--- config.mk ---
export PLATFORM = sky130hd
export DESIGN_NAME = sms_device_flat
export DESIGN_NICKNAME = d
export VERILOG_FILES = /design/src/sms_pkg.sv /design/src/sms_link_if.sv /design/src/sms_device.sv /design/src/flat_wrapper.sv
export SDC_FILE = /design/constraint.sdc
export NUM_CORES = 1
export LEC_CHECK = 0
export ABC_CLOCK_PERIOD_IN_PS = 2000
export BUFFER_PORTS_ARGS = -buffer_cell sky130_fd_sc_hd__buf_4
export CORE_MARGIN = 8
export CORE_UTILIZATION = 50
export DETAILED_ROUTE_END_ITERATION = 16
export PLACE_DENSITY = 0.83
export SLEW_MARGIN = 5
export SYNTH_ARGS = -nofsm -noshare
export SYNTH_HDL_FRONTEND = slang
export SYNTH_SLANG_ARGS = --single-unit
export TNS_END_PERCENT = 10
--- constraint.sdc ---
create_clock -name i_clk -period 2 [get_ports i_clk]
set_clock_uncertainty 0.2 [all_clocks]
set_input_delay 0.1 -clock i_clk [delete_from_list [all_inputs] [get_ports i_clk]]
set_output_delay 0.1 -clock i_clk [all_outputs]
set_load 0.05 [all_outputs]
--- src/sms_pkg.sv ---
// Purpose: shared constants and types for the startup mode sequencer and its host
// Assumes: one clock domain, status carried as plain fields on the link
// Notes: tag values and status field layout live here only
package sms_pkg;

  localparam logic [7:0] TAG_DEFAULT = 8'h00;
  localparam logic [7:0] TAG_NULL    = 8'hff;
  localparam logic [7:0] TAG_HOST_LO = 8'h01;
  localparam logic [7:0] TAG_HOST_HI = 8'hcf;

  // host command opcodes on the link
  localparam logic [2:0] CMD_NONE       = 3'h0;
  localparam logic [2:0] CMD_MODE_STBY  = 3'h1;
  localparam logic [2:0] CMD_MODE_DISP  = 3'h2;
  localparam logic [2:0] CMD_FLASH_PROG = 3'h3;
  localparam logic [2:0] CMD_SELFTEST   = 3'h4;
  localparam logic [2:0] CMD_CLR_STATUS = 3'h5;
  localparam logic [2:0] CMD_READ_HIST  = 3'h6;

  // error bit positions in the status error field
  localparam int ERR_COMM  = 0;
  localparam int ERR_CMD   = 1;
  localparam int ERR_BIST  = 2;
  localparam int ERR_OPER  = 3;
  localparam int ERR_W     = 4;

  // periodic self-test interval in cycles
  localparam int PERIODIC_CYC = 64;
  localparam logic [7:0] PERIODIC_LAST = 8'(PERIODIC_CYC - 1);

  typedef enum logic {STAGE_LOADER, STAGE_MAIN} stage_t;
  typedef enum logic [1:0] {OPM_NONE, OPM_STANDBY, OPM_DISPLAY} opmode_t;

endpackage : sms_pkg

--- src/sms_link_if.sv ---
// Purpose: link between host and the startup mode sequencer
// Assumes: synchronous single clock, one-cycle command strobe
// Notes: answers are levels driven by the device, except cmd_refused, a one-cycle pulse
`timescale 1ns/1ps
interface sms_link_if;
  logic                   cmd_valid;  // host command strobe
  logic [2:0]             cmd_op;
  logic [7:0]             cmd_tag;
  logic                   status_valid; // status readable, else nak/invalid
  logic                   sys_init;
  logic [sms_pkg::ERR_W-1:0] err;
  logic [7:0]             tag;
  sms_pkg::stage_t        stage;
  sms_pkg::opmode_t       opmode;
  logic                   cmd_refused;  // pulse, last command refused
  logic [sms_pkg::ERR_W-1:0] err_hist;

  modport device (input cmd_valid, cmd_op, cmd_tag,
                  output status_valid, sys_init, err, tag, stage, opmode,
                  cmd_refused, err_hist);
  modport host   (output cmd_valid, cmd_op, cmd_tag,
                  input status_valid, sys_init, err, tag, stage, opmode,
                  cmd_refused, err_hist);
endinterface : sms_link_if

--- src/sms_device.sv ---
// Purpose: startup and operating-mode sequencer, device end
// Assumes: straps and flash results arrive as synchronous inputs
// Notes: flash loading and self-tests are external engines started by pulses
`timescale 1ns/1ps
module sms_device (
  input  wire logic        i_clk,
  input  wire logic        i_rst_n,
  sms_link_if.device       link,
  input  wire logic        i_strap_if_sel,   // host interface select strap
  input  wire logic        i_strap_hold,     // hold-in-loader strap
  input  wire logic        i_hw_init_done,
  input  wire logic        i_load_done,
  input  wire logic        i_verify_ok,
  input  wire logic        i_clk_init_done,
  input  wire logic [1:0]  i_reset_cause,
  input  wire logic        i_opt_bist_en,    // flash option: entry self-tests
  input  wire logic        i_opt_auto_disp,  // flash option: go to display
  input  wire logic        i_bist_done,
  input  wire logic        i_bist_fail,
  input  wire logic        i_batch_done,
  input  wire logic        i_batch_fail,
  input  wire logic        i_batch_mode_req, // batch asks for a mode
  input  wire logic        i_batch_mode_disp,
  input  wire logic        i_sys_fault,      // internal condition, forces standby in ST_RUN, a same-cycle host display command wins
  input  wire logic        i_tag_corrupt,
  output logic             o_if_is_spi,
  output logic [1:0]       o_reset_cause,
  output logic             o_load_start,
  output logic             o_bist_start,
  output logic             o_periodic_start,
  output logic             o_batch_start,
  output logic             o_flash_prog,
  output logic             o_video_en,
  output logic             o_illum_en,
  output logic             o_mirror_park
);

  typedef enum logic [3:0] {
    ST_HWINIT, ST_STRAP_IF, ST_STRAP_HOLD, ST_LOAD, ST_BOOT_WAIT,
    ST_CLKINIT, ST_ENTRY_BIST, ST_BATCH, ST_RUN
  } seq_t;

  seq_t                          st_q, st_d;
  sms_pkg::stage_t               stage_q, stage_d;
  sms_pkg::opmode_t              mode_q, mode_d;
  logic                          init_q, init_d;
  logic [sms_pkg::ERR_W-1:0]     err_q, err_d, hist_q, hist_d;
  logic [7:0]                    tag_q, tag_d;
  logic [7:0]                    per_q, per_d;
  logic                          if_q, if_d, hold_q, hold_d;
  logic [1:0]                    cause_q, cause_d;
  logic                          refuse_q, refuse_d;
  logic                          pulse_load_d, pulse_bist_d, pulse_batch_d, pulse_per_d;
  logic                          pulse_load_q, pulse_bist_q, pulse_batch_q, pulse_per_q;
  logic                          fprog_q, fprog_d;
  logic [sms_pkg::ERR_W-1:0]     err_set;  // hardware error events this cycle

  // command decode
  wire in_standby = (mode_q == sms_pkg::OPM_STANDBY) && (st_q == ST_RUN);
  wire in_boot    = (st_q == ST_BOOT_WAIT);
  wire entry_done = i_bist_done || !i_opt_bist_en;  // no entry tests: done at once
  wire cmd_ok     = link.cmd_valid && init_q;
  wire is_maint   = (link.cmd_op == sms_pkg::CMD_FLASH_PROG) ||
                    (link.cmd_op == sms_pkg::CMD_SELFTEST);
  wire maint_ok   = in_standby ||
                    (in_boot && link.cmd_op == sms_pkg::CMD_FLASH_PROG);
  wire tag_host   = (link.cmd_tag >= sms_pkg::TAG_HOST_LO) &&
                    (link.cmd_tag <= sms_pkg::TAG_HOST_HI);

  // sequencing and status next state
  always_comb begin
    st_d = st_q; stage_d = stage_q; mode_d = mode_q; init_d = init_q;
    err_d = err_q; hist_d = hist_q; tag_d = tag_q; per_d = per_q;
    if_d = if_q; hold_d = hold_q; cause_d = cause_q; refuse_d = 1'b0;
    pulse_load_d = 1'b0; pulse_bist_d = 1'b0; pulse_batch_d = 1'b0;
    pulse_per_d = 1'b0; fprog_d = 1'b0;
    err_set = '0;
    case (st_q)
      ST_HWINIT: if (i_hw_init_done) st_d = ST_STRAP_IF;
      ST_STRAP_IF: begin
        if_d = i_strap_if_sel;
        st_d = ST_STRAP_HOLD;
      end
      ST_STRAP_HOLD: begin
        hold_d = i_strap_hold;
        if (i_strap_hold) begin
          st_d = ST_BOOT_WAIT;
        end else begin
          pulse_load_d = 1'b1;
          st_d = ST_LOAD;
        end
      end
      ST_LOAD: if (i_load_done) begin
        if (i_verify_ok) begin
          stage_d = sms_pkg::STAGE_MAIN;
          st_d = ST_CLKINIT;
        end else begin
          err_set[sms_pkg::ERR_OPER] = 1'b1;
          st_d = ST_BOOT_WAIT;
        end
      end
      ST_BOOT_WAIT: init_d = 1'b1;
      ST_CLKINIT: if (i_clk_init_done) begin
        cause_d = i_reset_cause;
        mode_d = sms_pkg::OPM_STANDBY;
        pulse_bist_d = i_opt_bist_en;
        st_d = ST_ENTRY_BIST;
      end
      // standby always seen for a cycle, even when display follows at once
      ST_ENTRY_BIST: if (entry_done) begin
        if (i_opt_bist_en && i_bist_fail) err_set[sms_pkg::ERR_BIST] = 1'b1;
        if (i_opt_auto_disp) mode_d = sms_pkg::OPM_DISPLAY;
        pulse_batch_d = 1'b1;
        st_d = ST_BATCH;
      end
      ST_BATCH: begin
        if (i_batch_mode_req) begin
          mode_d = i_batch_mode_disp ? sms_pkg::OPM_DISPLAY : sms_pkg::OPM_STANDBY;
        end
        if (i_batch_done) begin
          if (i_batch_fail) err_set[sms_pkg::ERR_OPER] = 1'b1;
          init_d = 1'b1;
          tag_d = sms_pkg::TAG_DEFAULT;
          st_d = ST_RUN;
        end
      end
      ST_RUN: begin
        if (mode_q == sms_pkg::OPM_DISPLAY) begin
          per_d = (per_q == sms_pkg::PERIODIC_LAST) ? 8'h00 : per_q + 8'h01;
          pulse_per_d = (per_q == sms_pkg::PERIODIC_LAST);
          if (i_bist_fail) err_set[sms_pkg::ERR_BIST] = 1'b1;
        end else begin
          per_d = 8'h00;
        end
        if (i_sys_fault) mode_d = sms_pkg::OPM_STANDBY;
      end
      default: st_d = ST_HWINIT;
    endcase
    // host commands, accepted only once initialised
    if (cmd_ok) begin
      tag_d = tag_host ? link.cmd_tag : sms_pkg::TAG_NULL;
      case (link.cmd_op)
        sms_pkg::CMD_MODE_STBY: if (st_q == ST_RUN) mode_d = sms_pkg::OPM_STANDBY;
        sms_pkg::CMD_MODE_DISP: if (st_q == ST_RUN) mode_d = sms_pkg::OPM_DISPLAY;
        sms_pkg::CMD_CLR_STATUS: begin
          err_d = '0;
          hist_d = '0;
          tag_d = sms_pkg::TAG_DEFAULT;
        end
        default: ;
      endcase
      if (is_maint) begin
        if (maint_ok) begin
          fprog_d = (link.cmd_op == sms_pkg::CMD_FLASH_PROG);
          pulse_bist_d = (link.cmd_op == sms_pkg::CMD_SELFTEST);
        end else begin
          refuse_d = 1'b1;
          err_d[sms_pkg::ERR_CMD] = 1'b1;
          hist_d[sms_pkg::ERR_CMD] = 1'b1;
        end
      end
    end
    // hardware error events win over a same-cycle clear
    err_d = err_d | err_set;
    hist_d = hist_d | err_set;
    if (i_tag_corrupt) tag_d = sms_pkg::TAG_NULL;
  end

  // state registers
  always_ff @(posedge i_clk or negedge i_rst_n) begin
    if (!i_rst_n) begin
      st_q <= ST_HWINIT; stage_q <= sms_pkg::STAGE_LOADER; mode_q <= sms_pkg::OPM_NONE;
      init_q <= 1'b0; err_q <= '0; hist_q <= '0; tag_q <= sms_pkg::TAG_DEFAULT;
      per_q <= 8'h00; if_q <= 1'b0; hold_q <= 1'b0; cause_q <= 2'h0;
      refuse_q <= 1'b0; pulse_load_q <= 1'b0; pulse_bist_q <= 1'b0;
      pulse_batch_q <= 1'b0; pulse_per_q <= 1'b0; fprog_q <= 1'b0;
    end else begin
      st_q <= st_d; stage_q <= stage_d; mode_q <= mode_d;
      init_q <= init_d; err_q <= err_d; hist_q <= hist_d; tag_q <= tag_d;
      per_q <= per_d; if_q <= if_d; hold_q <= hold_d; cause_q <= cause_d;
      refuse_q <= refuse_d; pulse_load_q <= pulse_load_d; pulse_bist_q <= pulse_bist_d;
      pulse_batch_q <= pulse_batch_d; pulse_per_q <= pulse_per_d; fprog_q <= fprog_d;
    end
  end

  // link status and engine controls
  assign link.status_valid = init_q;
  assign link.sys_init     = init_q;
  assign link.err          = init_q ? err_q : '1;
  assign link.tag          = tag_q;
  assign link.stage        = stage_q;
  assign link.opmode       = mode_q;
  assign link.cmd_refused  = refuse_q;
  assign link.err_hist     = hist_q;
  assign o_if_is_spi       = if_q;
  assign o_reset_cause     = cause_q;
  assign o_load_start      = pulse_load_q;
  assign o_bist_start      = pulse_bist_q;
  assign o_periodic_start  = pulse_per_q;
  assign o_batch_start     = pulse_batch_q;
  assign o_flash_prog      = fprog_q;
  wire   disp_run          = (mode_q == sms_pkg::OPM_DISPLAY) && (st_q == ST_RUN);
  assign o_video_en        = disp_run;
  assign o_illum_en        = disp_run;
  assign o_mirror_park     = !disp_run;

endmodule : sms_device

--- src/flat_wrapper.sv ---
// flat-port wrapper written by rule: the top's interface ports become plain ports
module sms_device_flat 
  (i_clk, i_rst_n, i_strap_if_sel, i_strap_hold, i_hw_init_done, i_load_done, i_verify_ok, i_clk_init_done, i_reset_cause, i_opt_bist_en, i_opt_auto_disp, i_bist_done, i_bist_fail, i_batch_done, i_batch_fail, i_batch_mode_req, i_batch_mode_disp, i_sys_fault, i_tag_corrupt, o_if_is_spi, o_reset_cause, o_load_start, o_bist_start, o_periodic_start, o_batch_start, o_flash_prog, o_video_en, o_illum_en, o_mirror_park, link_cmd_valid, link_cmd_op, link_cmd_tag, link_status_valid, link_sys_init, link_err, link_tag, link_stage, link_opmode, link_cmd_refused, link_err_hist);
  sms_link_if link_i ();
  input  wire logic i_clk;
  input  wire logic i_rst_n;
  input  wire logic i_strap_if_sel;
  input  wire logic i_strap_hold;
  input  wire logic i_hw_init_done;
  input  wire logic i_load_done;
  input  wire logic i_verify_ok;
  input  wire logic i_clk_init_done;
  input  wire logic [1:0] i_reset_cause;
  input  wire logic i_opt_bist_en;
  input  wire logic i_opt_auto_disp;
  input  wire logic i_bist_done;
  input  wire logic i_bist_fail;
  input  wire logic i_batch_done;
  input  wire logic i_batch_fail;
  input  wire logic i_batch_mode_req;
  input  wire logic i_batch_mode_disp;
  input  wire logic i_sys_fault;
  input  wire logic i_tag_corrupt;
  output logic o_if_is_spi;
  output logic [1:0] o_reset_cause;
  output logic o_load_start;
  output logic o_bist_start;
  output logic o_periodic_start;
  output logic o_batch_start;
  output logic o_flash_prog;
  output logic o_video_en;
  output logic o_illum_en;
  output logic o_mirror_park;
  input wire logic [$bits(link_i.cmd_valid)-1:0] link_cmd_valid;
  input wire logic [$bits(link_i.cmd_op)-1:0] link_cmd_op;
  input wire logic [$bits(link_i.cmd_tag)-1:0] link_cmd_tag;
  output wire logic [$bits(link_i.status_valid)-1:0] link_status_valid;
  output wire logic [$bits(link_i.sys_init)-1:0] link_sys_init;
  output wire logic [$bits(link_i.err)-1:0] link_err;
  output wire logic [$bits(link_i.tag)-1:0] link_tag;
  output wire logic [$bits(link_i.stage)-1:0] link_stage;
  output wire logic [$bits(link_i.opmode)-1:0] link_opmode;
  output wire logic [$bits(link_i.cmd_refused)-1:0] link_cmd_refused;
  output wire logic [$bits(link_i.err_hist)-1:0] link_err_hist;
  assign link_i.cmd_valid = link_cmd_valid;
  assign link_i.cmd_op = link_cmd_op;
  assign link_i.cmd_tag = link_cmd_tag;
  assign link_status_valid = link_i.status_valid;
  assign link_sys_init = link_i.sys_init;
  assign link_err = link_i.err;
  assign link_tag = link_i.tag;
  assign link_stage = link_i.stage;
  assign link_opmode = link_i.opmode;
  assign link_cmd_refused = link_i.cmd_refused;
  assign link_err_hist = link_i.err_hist;
  sms_device u_core (.i_clk(i_clk), .i_rst_n(i_rst_n), .link(link_i), .i_strap_if_sel(i_strap_if_sel), .i_strap_hold(i_strap_hold), .i_hw_init_done(i_hw_init_done), .i_load_done(i_load_done), .i_verify_ok(i_verify_ok), .i_clk_init_done(i_clk_init_done), .i_reset_cause(i_reset_cause), .i_opt_bist_en(i_opt_bist_en), .i_opt_auto_disp(i_opt_auto_disp), .i_bist_done(i_bist_done), .i_bist_fail(i_bist_fail), .i_batch_done(i_batch_done), .i_batch_fail(i_batch_fail), .i_batch_mode_req(i_batch_mode_req), .i_batch_mode_disp(i_batch_mode_disp), .i_sys_fault(i_sys_fault), .i_tag_corrupt(i_tag_corrupt), .o_if_is_spi(o_if_is_spi), .o_reset_cause(o_reset_cause), .o_load_start(o_load_start), .o_bist_start(o_bist_start), .o_periodic_start(o_periodic_start), .o_batch_start(o_batch_start), .o_flash_prog(o_flash_prog), .o_video_en(o_video_en), .o_illum_en(o_illum_en), .o_mirror_park(o_mirror_park));
endmodule
# After elaboration in Yosys (flattened, before gate mapping)
# Index checks and enable logic that the tools add are counted.
# totals
ff_bits	41
in_bits	32
# classes
order_cmp	2
bitwise_logic	3
muxes	65
n_reduce_logical	21
eq_ne	21
addsub	1
# ops
operator	n
$mux 8	8
$mux 4	10
$pmux 4 s8	1
$mux 1	31
$mux 2	9
$eq 4x3->1 const B	4
$add 8x1->8 const B	1
$eq 4x2->1 const B	2
$eq 8x6->1 const B	1
$ge 8x1->1 const B	1
$le 8x8->1 const B	1
$ne 2x2->1 const B	4
$or 4x4->4	2
$pmux 2 s4	1
$eq 3x2->1 const B	2
$eq 3x3->1 const B	2
$logic_and 1x1->1	6
$pmux 1 s2	3
$reduce_and 2->1	3
$reduce_and 6->1	1
$reduce_bool 3->1	2
$eq 4x1->1 const B	1
$eq 4x4->1 const B	1
$logic_not 4->1	1
other kinds (12)	15

# Longest topological paths before layout
# Gate-level depths: netlist of the first run.
# logic_depth
depth_word	7
depth_mapped	9
mapped_depth_nobuf	8

# Worst setup path after synthesis of the first run
# Ideal clock, no wire load.
# synth_timing
kind	register to register
start	reg u_core.st_q[2]
end	reg u_core.per_q[5]
stages_incl_launch_ff	10
arrival_time_ps	2174
setup_slack_ps	-457
setup_ps	83
path_buffers	1
cell_sequence	dfrtp_1 buf_6 nand2b_4 nor3_4 nand3_1 inv_2 nand2_1 o21ai_0 nand2_1 o21ai_0
# synth_via
elab_chain_cells	1
# synth_lines
item	line	source
start, declared	sms_device.sv:43	seq_t st_q, st_d;
start signal, assigned	sms_device.sv:178	st_q <= st_d; stage_q <= stage_d; mode_q <= mode_d;
$eq 4x4->1	sms_device.sv:78	case (st_q)
end signal, assigned	sms_device.sv:180	per_q <= per_d; if_q <= if_d; hold_q <= hold_d; cause_q <= cause_d;
end, declared	sms_device.sv:49	logic [7:0] per_q, per_d;
# No other way between the ends.
# A chain may end at the register's enable or synchronous reset.

# Worst setup path in the final report of the first run
# layout_timing
start	reg u_core.st_q[1]
end	reg u_core.tag_q[0] (netlist: u_core.link.tag[0])
# layout_via
elab_chain_cells	3
# layout_lines
item	line	source
$eq 4x3->1	sms_device.sv:78	
$reduce_bool 3->1 (no source line)	--	
$reduce_and 2->1 (no source line)	--	
end signal, assigned	sms_device.sv:179	init_q <= init_d; err_q <= err_d; hist_q <= hist_d; tag_q <= tag_d;
end, declared	sms_device.sv:48	logic [7:0] tag_q, tag_d;
# No other way between the ends.

==> impl_results.md, run 1 <==
- Outcome: complete, no violations
- # H-tree levels: 2
- PortBufs: 63
- Delay-heaviest family, CP: compound AO/OA/AOI/OAI gates
- DRC viols: 0
- Initial antenna violation count: 0
- Fillers: 291
- Core footprint: between 0.004 and 0.005 mm2
- CP required: about 2000 ps
- Worst-skew pair later-pin latency: 290 ps
- Final Worst Setup Slack: ~86 ps
- Peak Freq: 523 MHz
- Total power draw: around 0.0033 W
- Layout cells sized above 1: 0.297
- Pwr/cell area: about 1100 mW/mm2
- Final hold vios: 0
- Num CTS Buffers: 5
- Logic pwr share: 0.504
- Commonest cells post-synth: dfrtp_1, nand2_1, o21ai_0
- Synth Register Bits: 39
- Slowest cell on crit path: dfrtp_1
- Switch share: 0.446
- Post-synth EDFFs: 0
- Total number of vias: ~2100
- Ports: 65
- Antenna-violating nets left: 0
- Clock Sinks: 39
- Vias in the first global route: 2061
- Setup crit start kind: flop
- P&R area growth vs syn: 43.2%
- CP endpoint kind: flop
- Most frequent cell after synthesis: dfrtp_1
- Full die area: ~0.0065 mm2
- Slew Viols, Final: 0
- Fin area: 0.00299 mm2
- CTS tree: built
- Crit path time final: 1910 ps
- Min-delay worst type: in2reg
- Yosys top cell area share: 0.467
- VDD IR-drop max: approximately 0.00093 V
- DR iter-0 viols: 204
- Pre-CTS setup slack: between 100 and 150 ps
- Netlist Area Pre-Place: around 0.0021 mm2
- DR pass1 iterations: 4
- Psw: between 0.001 and 0.0015 W
- First-pass GRT wire length: just over 10000 um
- Clock power share: 0.165
- Avg Inst Size Synth: between 9 and 10 um2
- Global route overflow: 0
- Worst-path clk slew: approximately 80 ps
- Max Cap Viol: 0
- Post-synth ARST share: 1.00
- Largest stage delay on the critical path: just over 400 ps
- CP cell instances: buf_4 > and2_0 > and3_1 > a211oi_4 > a21oi_1 > nand2_1
- YS warnings: 0
- Final net count: approximately 360
- Crit path max fanout: 10
- Largest net degree at the start of global routing: 40
- RSZ-0062 raised after global routing: yes
- Routability cong.: around 0.85
- Setup TNS: 0 ps
- Core Rows: 23
- DR vias/cell: 5.65
- Clk buf depth: 2
- Total track usage: 0.202
- Final setup fails: 0
- Worst-Margin Slew: ~490 ps
- N_diodes: 0
- Syn Nets: 260
- Cell-internal power: 0.00180 W
- Top cells by area, synth: dfrtp_1, o21ai_0, nand2_1
- Area of placed instances: around 0.0026 mm2
- Hold slack: approximately 13 ps
- Total detailed-routing wirelength: 6420 um
- Data arrival, critical path: around 2000 ps
- Setup CP Type: reg2reg
- Cell variety after synth: around 50
- Initial Utilization: 0.523
- Leakage: around 1.4 nW
- Buf+Inv Stages, Crit Path: 1
- Sequential share of power: 0.331
- HPWL Detailed: between 4000 and 5000 um
- Tcrit/Tclk final: 0.957
- Yosys top cell by area: dfrtp_1
- Mapped Cells: approximately 230
- Synth Flop Type: dfrtp_1
- WL/cell: around 17 um
- Register area share after synthesis: 0.467
- Die height: approximately 80 um
- Relative slew slack: 0.667
- Die width: 80.7 um
- Root buf cell: clkbuf_8
-- worst paths after layout --
check / from / endpoint / slack (ps) / depth (start not counted)
worst min-delay path: i_bist_fail / u_core.err_q[2]$_DFF_PN0_ / 10 / 3
worst max register to register: u_core.st_q[1]$_DFFE_PN0P_ / u_core.link.tag[0]$_DFFE_PN0P_ / 90 / 6
max in group asynchronous: i_rst_n / u_core.link.err_hist[2]$_DFF_PN0_ / 1140 / 2
worst min register to register: u_core.link.stage$_DFFE_PN0P_ / u_core.link.stage$_DFFE_PN0P_ / 280 / 1
worst max-delay path: u_core.st_q[1]$_DFFE_PN0P_ / u_core.link.tag[0]$_DFFE_PN0P_ / 90 / 6
min in group asynchronous: i_rst_n / u_core.st_q[1]$_DFFE_PN0P_ / 110 / 2
-- sequential cells by signal, summed over array words and instances, names as in the netlist, 2 cells and up --
name and cells:
u_core.link.opmode 2, u_core.st_q 4, u_core.link.tag 8, u_core.link.err_hist 3, u_core.o_reset_cause 2, u_core.per_q 8, u_core.err_q 3
-- cell families after synthesis --
kind of cell             count (synthesis)  synth area share
buffers and inverters                   17            0.0485
other                                    1           0.00179
adder cells (fa/ha/maj)                  1           0.00598
AO/OA/AOI/OAI                           74             0.221
flip-flops                              39             0.467
multiplexers                             5            0.0257
AND/OR/NAND/NOR                         90             0.230
-- what timing repair did --
item / in CTS / in global routing
gates resized for setup: 0 / 3
endpoints found under the hold margin: 62 / 0
buffers inserted: 0 / 0
hold buffers: 25 / 0
endpoints found under the setup margin: 0 / 12
-- worst register-to-register path, cell delays in order (launching register included) --
cell and delay, ps:
dfrtp_1 410, buf_4 180, and2_0 170, and3_1 240, a211oi_4 390, a21oi_1 170, nand2_1 100
-- metal layers --
metal | GRT usage | share of wire | vias up | wire length [um]
met1 | 0.251 | 0.43 | 999 | 2740
met3 | 0.0647 | 0.082 | 6 | 527
met5 | 0 | 0 | - | 0
met2 | 0.330 | 0.48 | 94 | 3090
li1 | - | - | 1008 | -
met4 | 0.0482 | 0.0095 | 0 | 61
-- cell usage in the layout (no fill, tap or decap), types with 4 or more instances in the layout --
cell type      instances
buf_4                 73
dfrtp_1               39
nand2_1               31
o21ai_0               27
dlygate4sd3_1         25
a21oi_1               19
nor2_1                12
nand2b_1               8
nand3_1                7
inv_1                  6
a31oi_1                5
and3_1                 5
clkbuf_8               5
nor2b_1                4
a21o_1                 4
nand4_1                4
-- per-stage QoR --
stage,std cells,utilization
5_1_grt,373,0.749
2_1_floorplan,227,-
4_1_cts,373,0.745
6_report,373,0.749
3_5_place_dp,340,0.661
3_3_place_gp,340,0.661
-- layout make-up --
type	count	area (um2)	area share
tap	50	62.6	0.0209
clock inverter	2	12.5	0.00418
multi-input combinational	171	1040	0.348
timing repair buffer	98	798	0.267
sequential	39	976	0.326
inverter	7	31.3	0.0104
clock buffer	6	72.6	0.0242
-- power by group through the flow --
stage          Sequential (W)  Combinational [W]  Clock, W
4_1_cts               0.00107            0.00161  0.000543
5_1_grt               0.00109            0.00174  0.000574
2_1_floorplan         0.00143           0.000738         0
3_5_place_dp          0.00108            0.00157         0
3_3_place_gp          0.00108            0.00155         0
6_report              0.00108            0.00164  0.000538
Power figures use the tool's default switching activity.
==> run 2, diff against run 1 <==
--- a/config.mk
+++ b/config.mk
@@ -5,12 +5,12 @@
 export SDC_FILE = /design/constraint.sdc
 export NUM_CORES = 1
 export LEC_CHECK = 0
-export ABC_CLOCK_PERIOD_IN_PS = 2000
+export ABC_CLOCK_PERIOD_IN_PS = 1820
 export BUFFER_PORTS_ARGS = -buffer_cell sky130_fd_sc_hd__buf_4
 export CORE_MARGIN = 8
 export CORE_UTILIZATION = 50
 export DETAILED_ROUTE_END_ITERATION = 16
-export PLACE_DENSITY = 0.83
+export PLACE_DENSITY = 0.78
 export SLEW_MARGIN = 5
 export SYNTH_ARGS = -nofsm -noshare
 export SYNTH_HDL_FRONTEND = slang
==> constraint.sdc (replaced) <==
create_clock -name i_clk -period 1.82 [get_ports i_clk]
set_clock_uncertainty 0.2 [all_clocks]
set_input_delay 0.091 -clock i_clk [delete_from_list [all_inputs] [get_ports i_clk]]
set_output_delay 0.091 -clock i_clk [all_outputs]
set_load 0.05 [all_outputs]
==> run 2 against run 1 <==
Against the previous run: the flow now finishes with violations (negative setup slack); cell area grew 5.8%; sequential power grew 7%; register-to-register slack lost 90 ps; clock-buffer cell count is the same; first-iteration DRC count shrank 18%; worst setup slack lost 89 ps; critical endpoint is now u_core.link.err_hist[1]$_DFFE_PN0P_; largest cell class unchanged; largest power group unchanged.
==> impl_results.md, run 2 (same netlist as run 1, synthesis figures left out) <==
- Fillers: 240
- DRC viols: 0
- Initial Utilization: 0.523
- Final setup fails: 1
- Slowest cell on crit path: dfrtp_2
- Initial antenna violation count: 0
- Peak Freq: 549 MHz
- PortBufs: between 60 and 70
- Reg2reg setup slack: -3 ps
- Sequential share of power: 0.309
- Cell-internal power: 0.00209 W
- Largest net degree at the start of global routing: 40
- Slew Viols, Final: 0
- Outcome: complete, but fails checks
- CP required: ~1900 ps
- CP cell instances: buf_4 > nand2b_1 > o32ai_1 > a21o_1 > a21oi_1 > o21a_1
- Setup TNS: -2.72 ps
- Die width: 80.7 um
- # H-tree levels: 2
- Multi-input gate area: about 0.0011 mm2
- WL/cell: 18.4 um
- Clock power share: 0.157
- Leakage: between 1 and 1.5 nW
- Total track usage: 0.198
- Psw: between 0.0015 and 0.002 W
- Worst-skew pair later-pin latency: around 300 ps
- Full die area: between 0.006 and 0.007 mm2
- Crit path max fanout: 6
- Routability cong.: 0.854
- Clock Sinks: 39
- Min-delay worst type: in2reg
- Final Worst Setup Slack: -2.72 ps
- Core Rows: 23
- HPWL Detailed: roughly 4300 um
- Final net count: 367
- DR pass1 iterations: 4
- Num CTS Buffers: 5
- CP endpoint kind: flop
- Setup CP Type: reg2reg
- RSZ-0062 raised after global routing: yes
- First-pass GRT wire length: roughly 10000 um
- Register cell area after layout: 977 um2
- Root buf cell: clkbuf_8
- Worst-path clk slew: 80 ps
- Antenna-violating nets left: 0
- Max Cap Viol: 0
- DR vias/cell: ~5.7
- Area of placed instances: roughly 0.0027 mm2
- Layout cells sized above 1: 0.352
- Die height: roughly 81 um
- N_diodes: 0
- Fin area: around 0.0032 mm2
- Crit path time final: 1820 ps
- Data arrival, critical path: ~1900 ps
- Fin util: 0.792
- Largest stage delay on the critical path: roughly 450 ps
- CTS tree: built
- Most frequent cells in the layout: buf_4, dfrtp_1, nand2_1, dlygate4sd3_1, a21oi_1
- VDD IR-drop max: between 0.001 and 0.0015 V
- Final hold vios: 0
- Ports: between 60 and 70
- Clk buf depth: 2
- Core footprint: about 0.004 mm2
- Failing checks: negative setup slack
- P&R area growth vs syn: 51.5%
- Pwr/cell area: 1190 mW/mm2
- Vias in the first global route: about 2200
- Logic pwr share: 0.534
- Total number of vias: between 2000 and 2500
- Hold slack: roughly 11 ps
- Setup crit start kind: flop
- DR iter-0 viols: between 150 and 200
- Switch share: 0.446
- Global route overflow: 0
- Tcrit/Tclk final: 1.00
- Most common cell after layout, fill and taps aside: buf_4
- Pre-CTS setup slack: -10.3 ps
- Total detailed-routing wirelength: 7070 um
## run 2: changes by cell type in the layout (fill, tap and decap cells not counted), sizes merged
cell          before  now
buf               73   84
dlymetal6s4s       0    2
dlygate4sd3       25   24
## run 2: final cells by class
class | count | area share
multi-input combinational | 171 | 0.344
sequential | 39 | 0.309
timing repair buffer | 110 | 0.290
clock buffer | 6 | 0.0229
tap | 50 | 0.0198
inverter | 7 | 0.0107
clock inverter | 2 | 0.00395
## run 2: critical path: cells and delay by family, from the launching register on
| family | cells | cell delay, ps |
|---|---|---|
| AO/OA/AOI/OAI | 4 | 750 |
| buffers and inverters | 1 | 140 |
| AND/OR/NAND/NOR | 1 | 220 |
| flip-flops | 1 | 450 |
## run 2: path summary, 6_finish.rpt
check                                               from                                   to  cells past startpoint
max                           u_core.st_q[2]$_DFFE_PN0P_  u_core.link.err_hist[1]$_DFFE_PN0P_                      6
min                                      link_cmd_tag[3]       u_core.link.tag[3]$_DFFE_PN0P_                      4
max reg2reg                   u_core.st_q[2]$_DFFE_PN0P_  u_core.link.err_hist[1]$_DFFE_PN0P_                      6
min reg2reg                u_core.link.stage$_DFFE_PN0P_        u_core.link.stage$_DFFE_PN0P_                      1
max in group asynchronous                        i_rst_n           u_core.st_q[2]$_DFFE_PN0P_                      2
min in group asynchronous                        i_rst_n       u_core.link.tag[4]$_DFFE_PN0P_                      2
## run 2: stage by stage
step | power [W] | cells
after floorplan | 0.00238 | 227
after global placement | 0.00295 | 347
after detailed placement | 0.00298 | 347
after CTS | 0.00361 | 382
after global routing | 0.00394 | 385
final | 0.00377 | 385
## run 2: repair_timing
item,CTS,global route
setup buffers,1,3
hold endpoints to repair,64,0
gates resized for setup,0,33
pin swaps,1,5
endpoints found under the setup margin,7,22
hold buffers,26,0
## run 2: layer usage
layer / vias to the layer above / routed length (um) / part of all wire / GRT usage
met4: 0 / 103 / 0.015 / 0.0554
met1: 1051 / 2670 / 0.38 / 0.227
met2: 100 / 3700 / 0.52 / 0.343
met5: - / 0 / 0 / 0
li1: 1026 / - / - / -
met3: 14 / 596 / 0.084 / 0.0658
## run 2: power by group through the flow
| stage | Sequential, W | Clock (W) | Combinational, W |
|---|---|---|---|
| 6_report | 0.00116 | 0.000591 | 0.00202 |
| 3_5_place_dp | 0.00116 | 0 | 0.00182 |
| 3_3_place_gp | 0.00116 | 0 | 0.00180 |
| 4_1_cts | 0.00115 | 0.000596 | 0.00187 |
| 5_1_grt | 0.00118 | 0.000636 | 0.00213 |
| 2_1_floorplan | 0.00157 | 0 | 0.000811 |
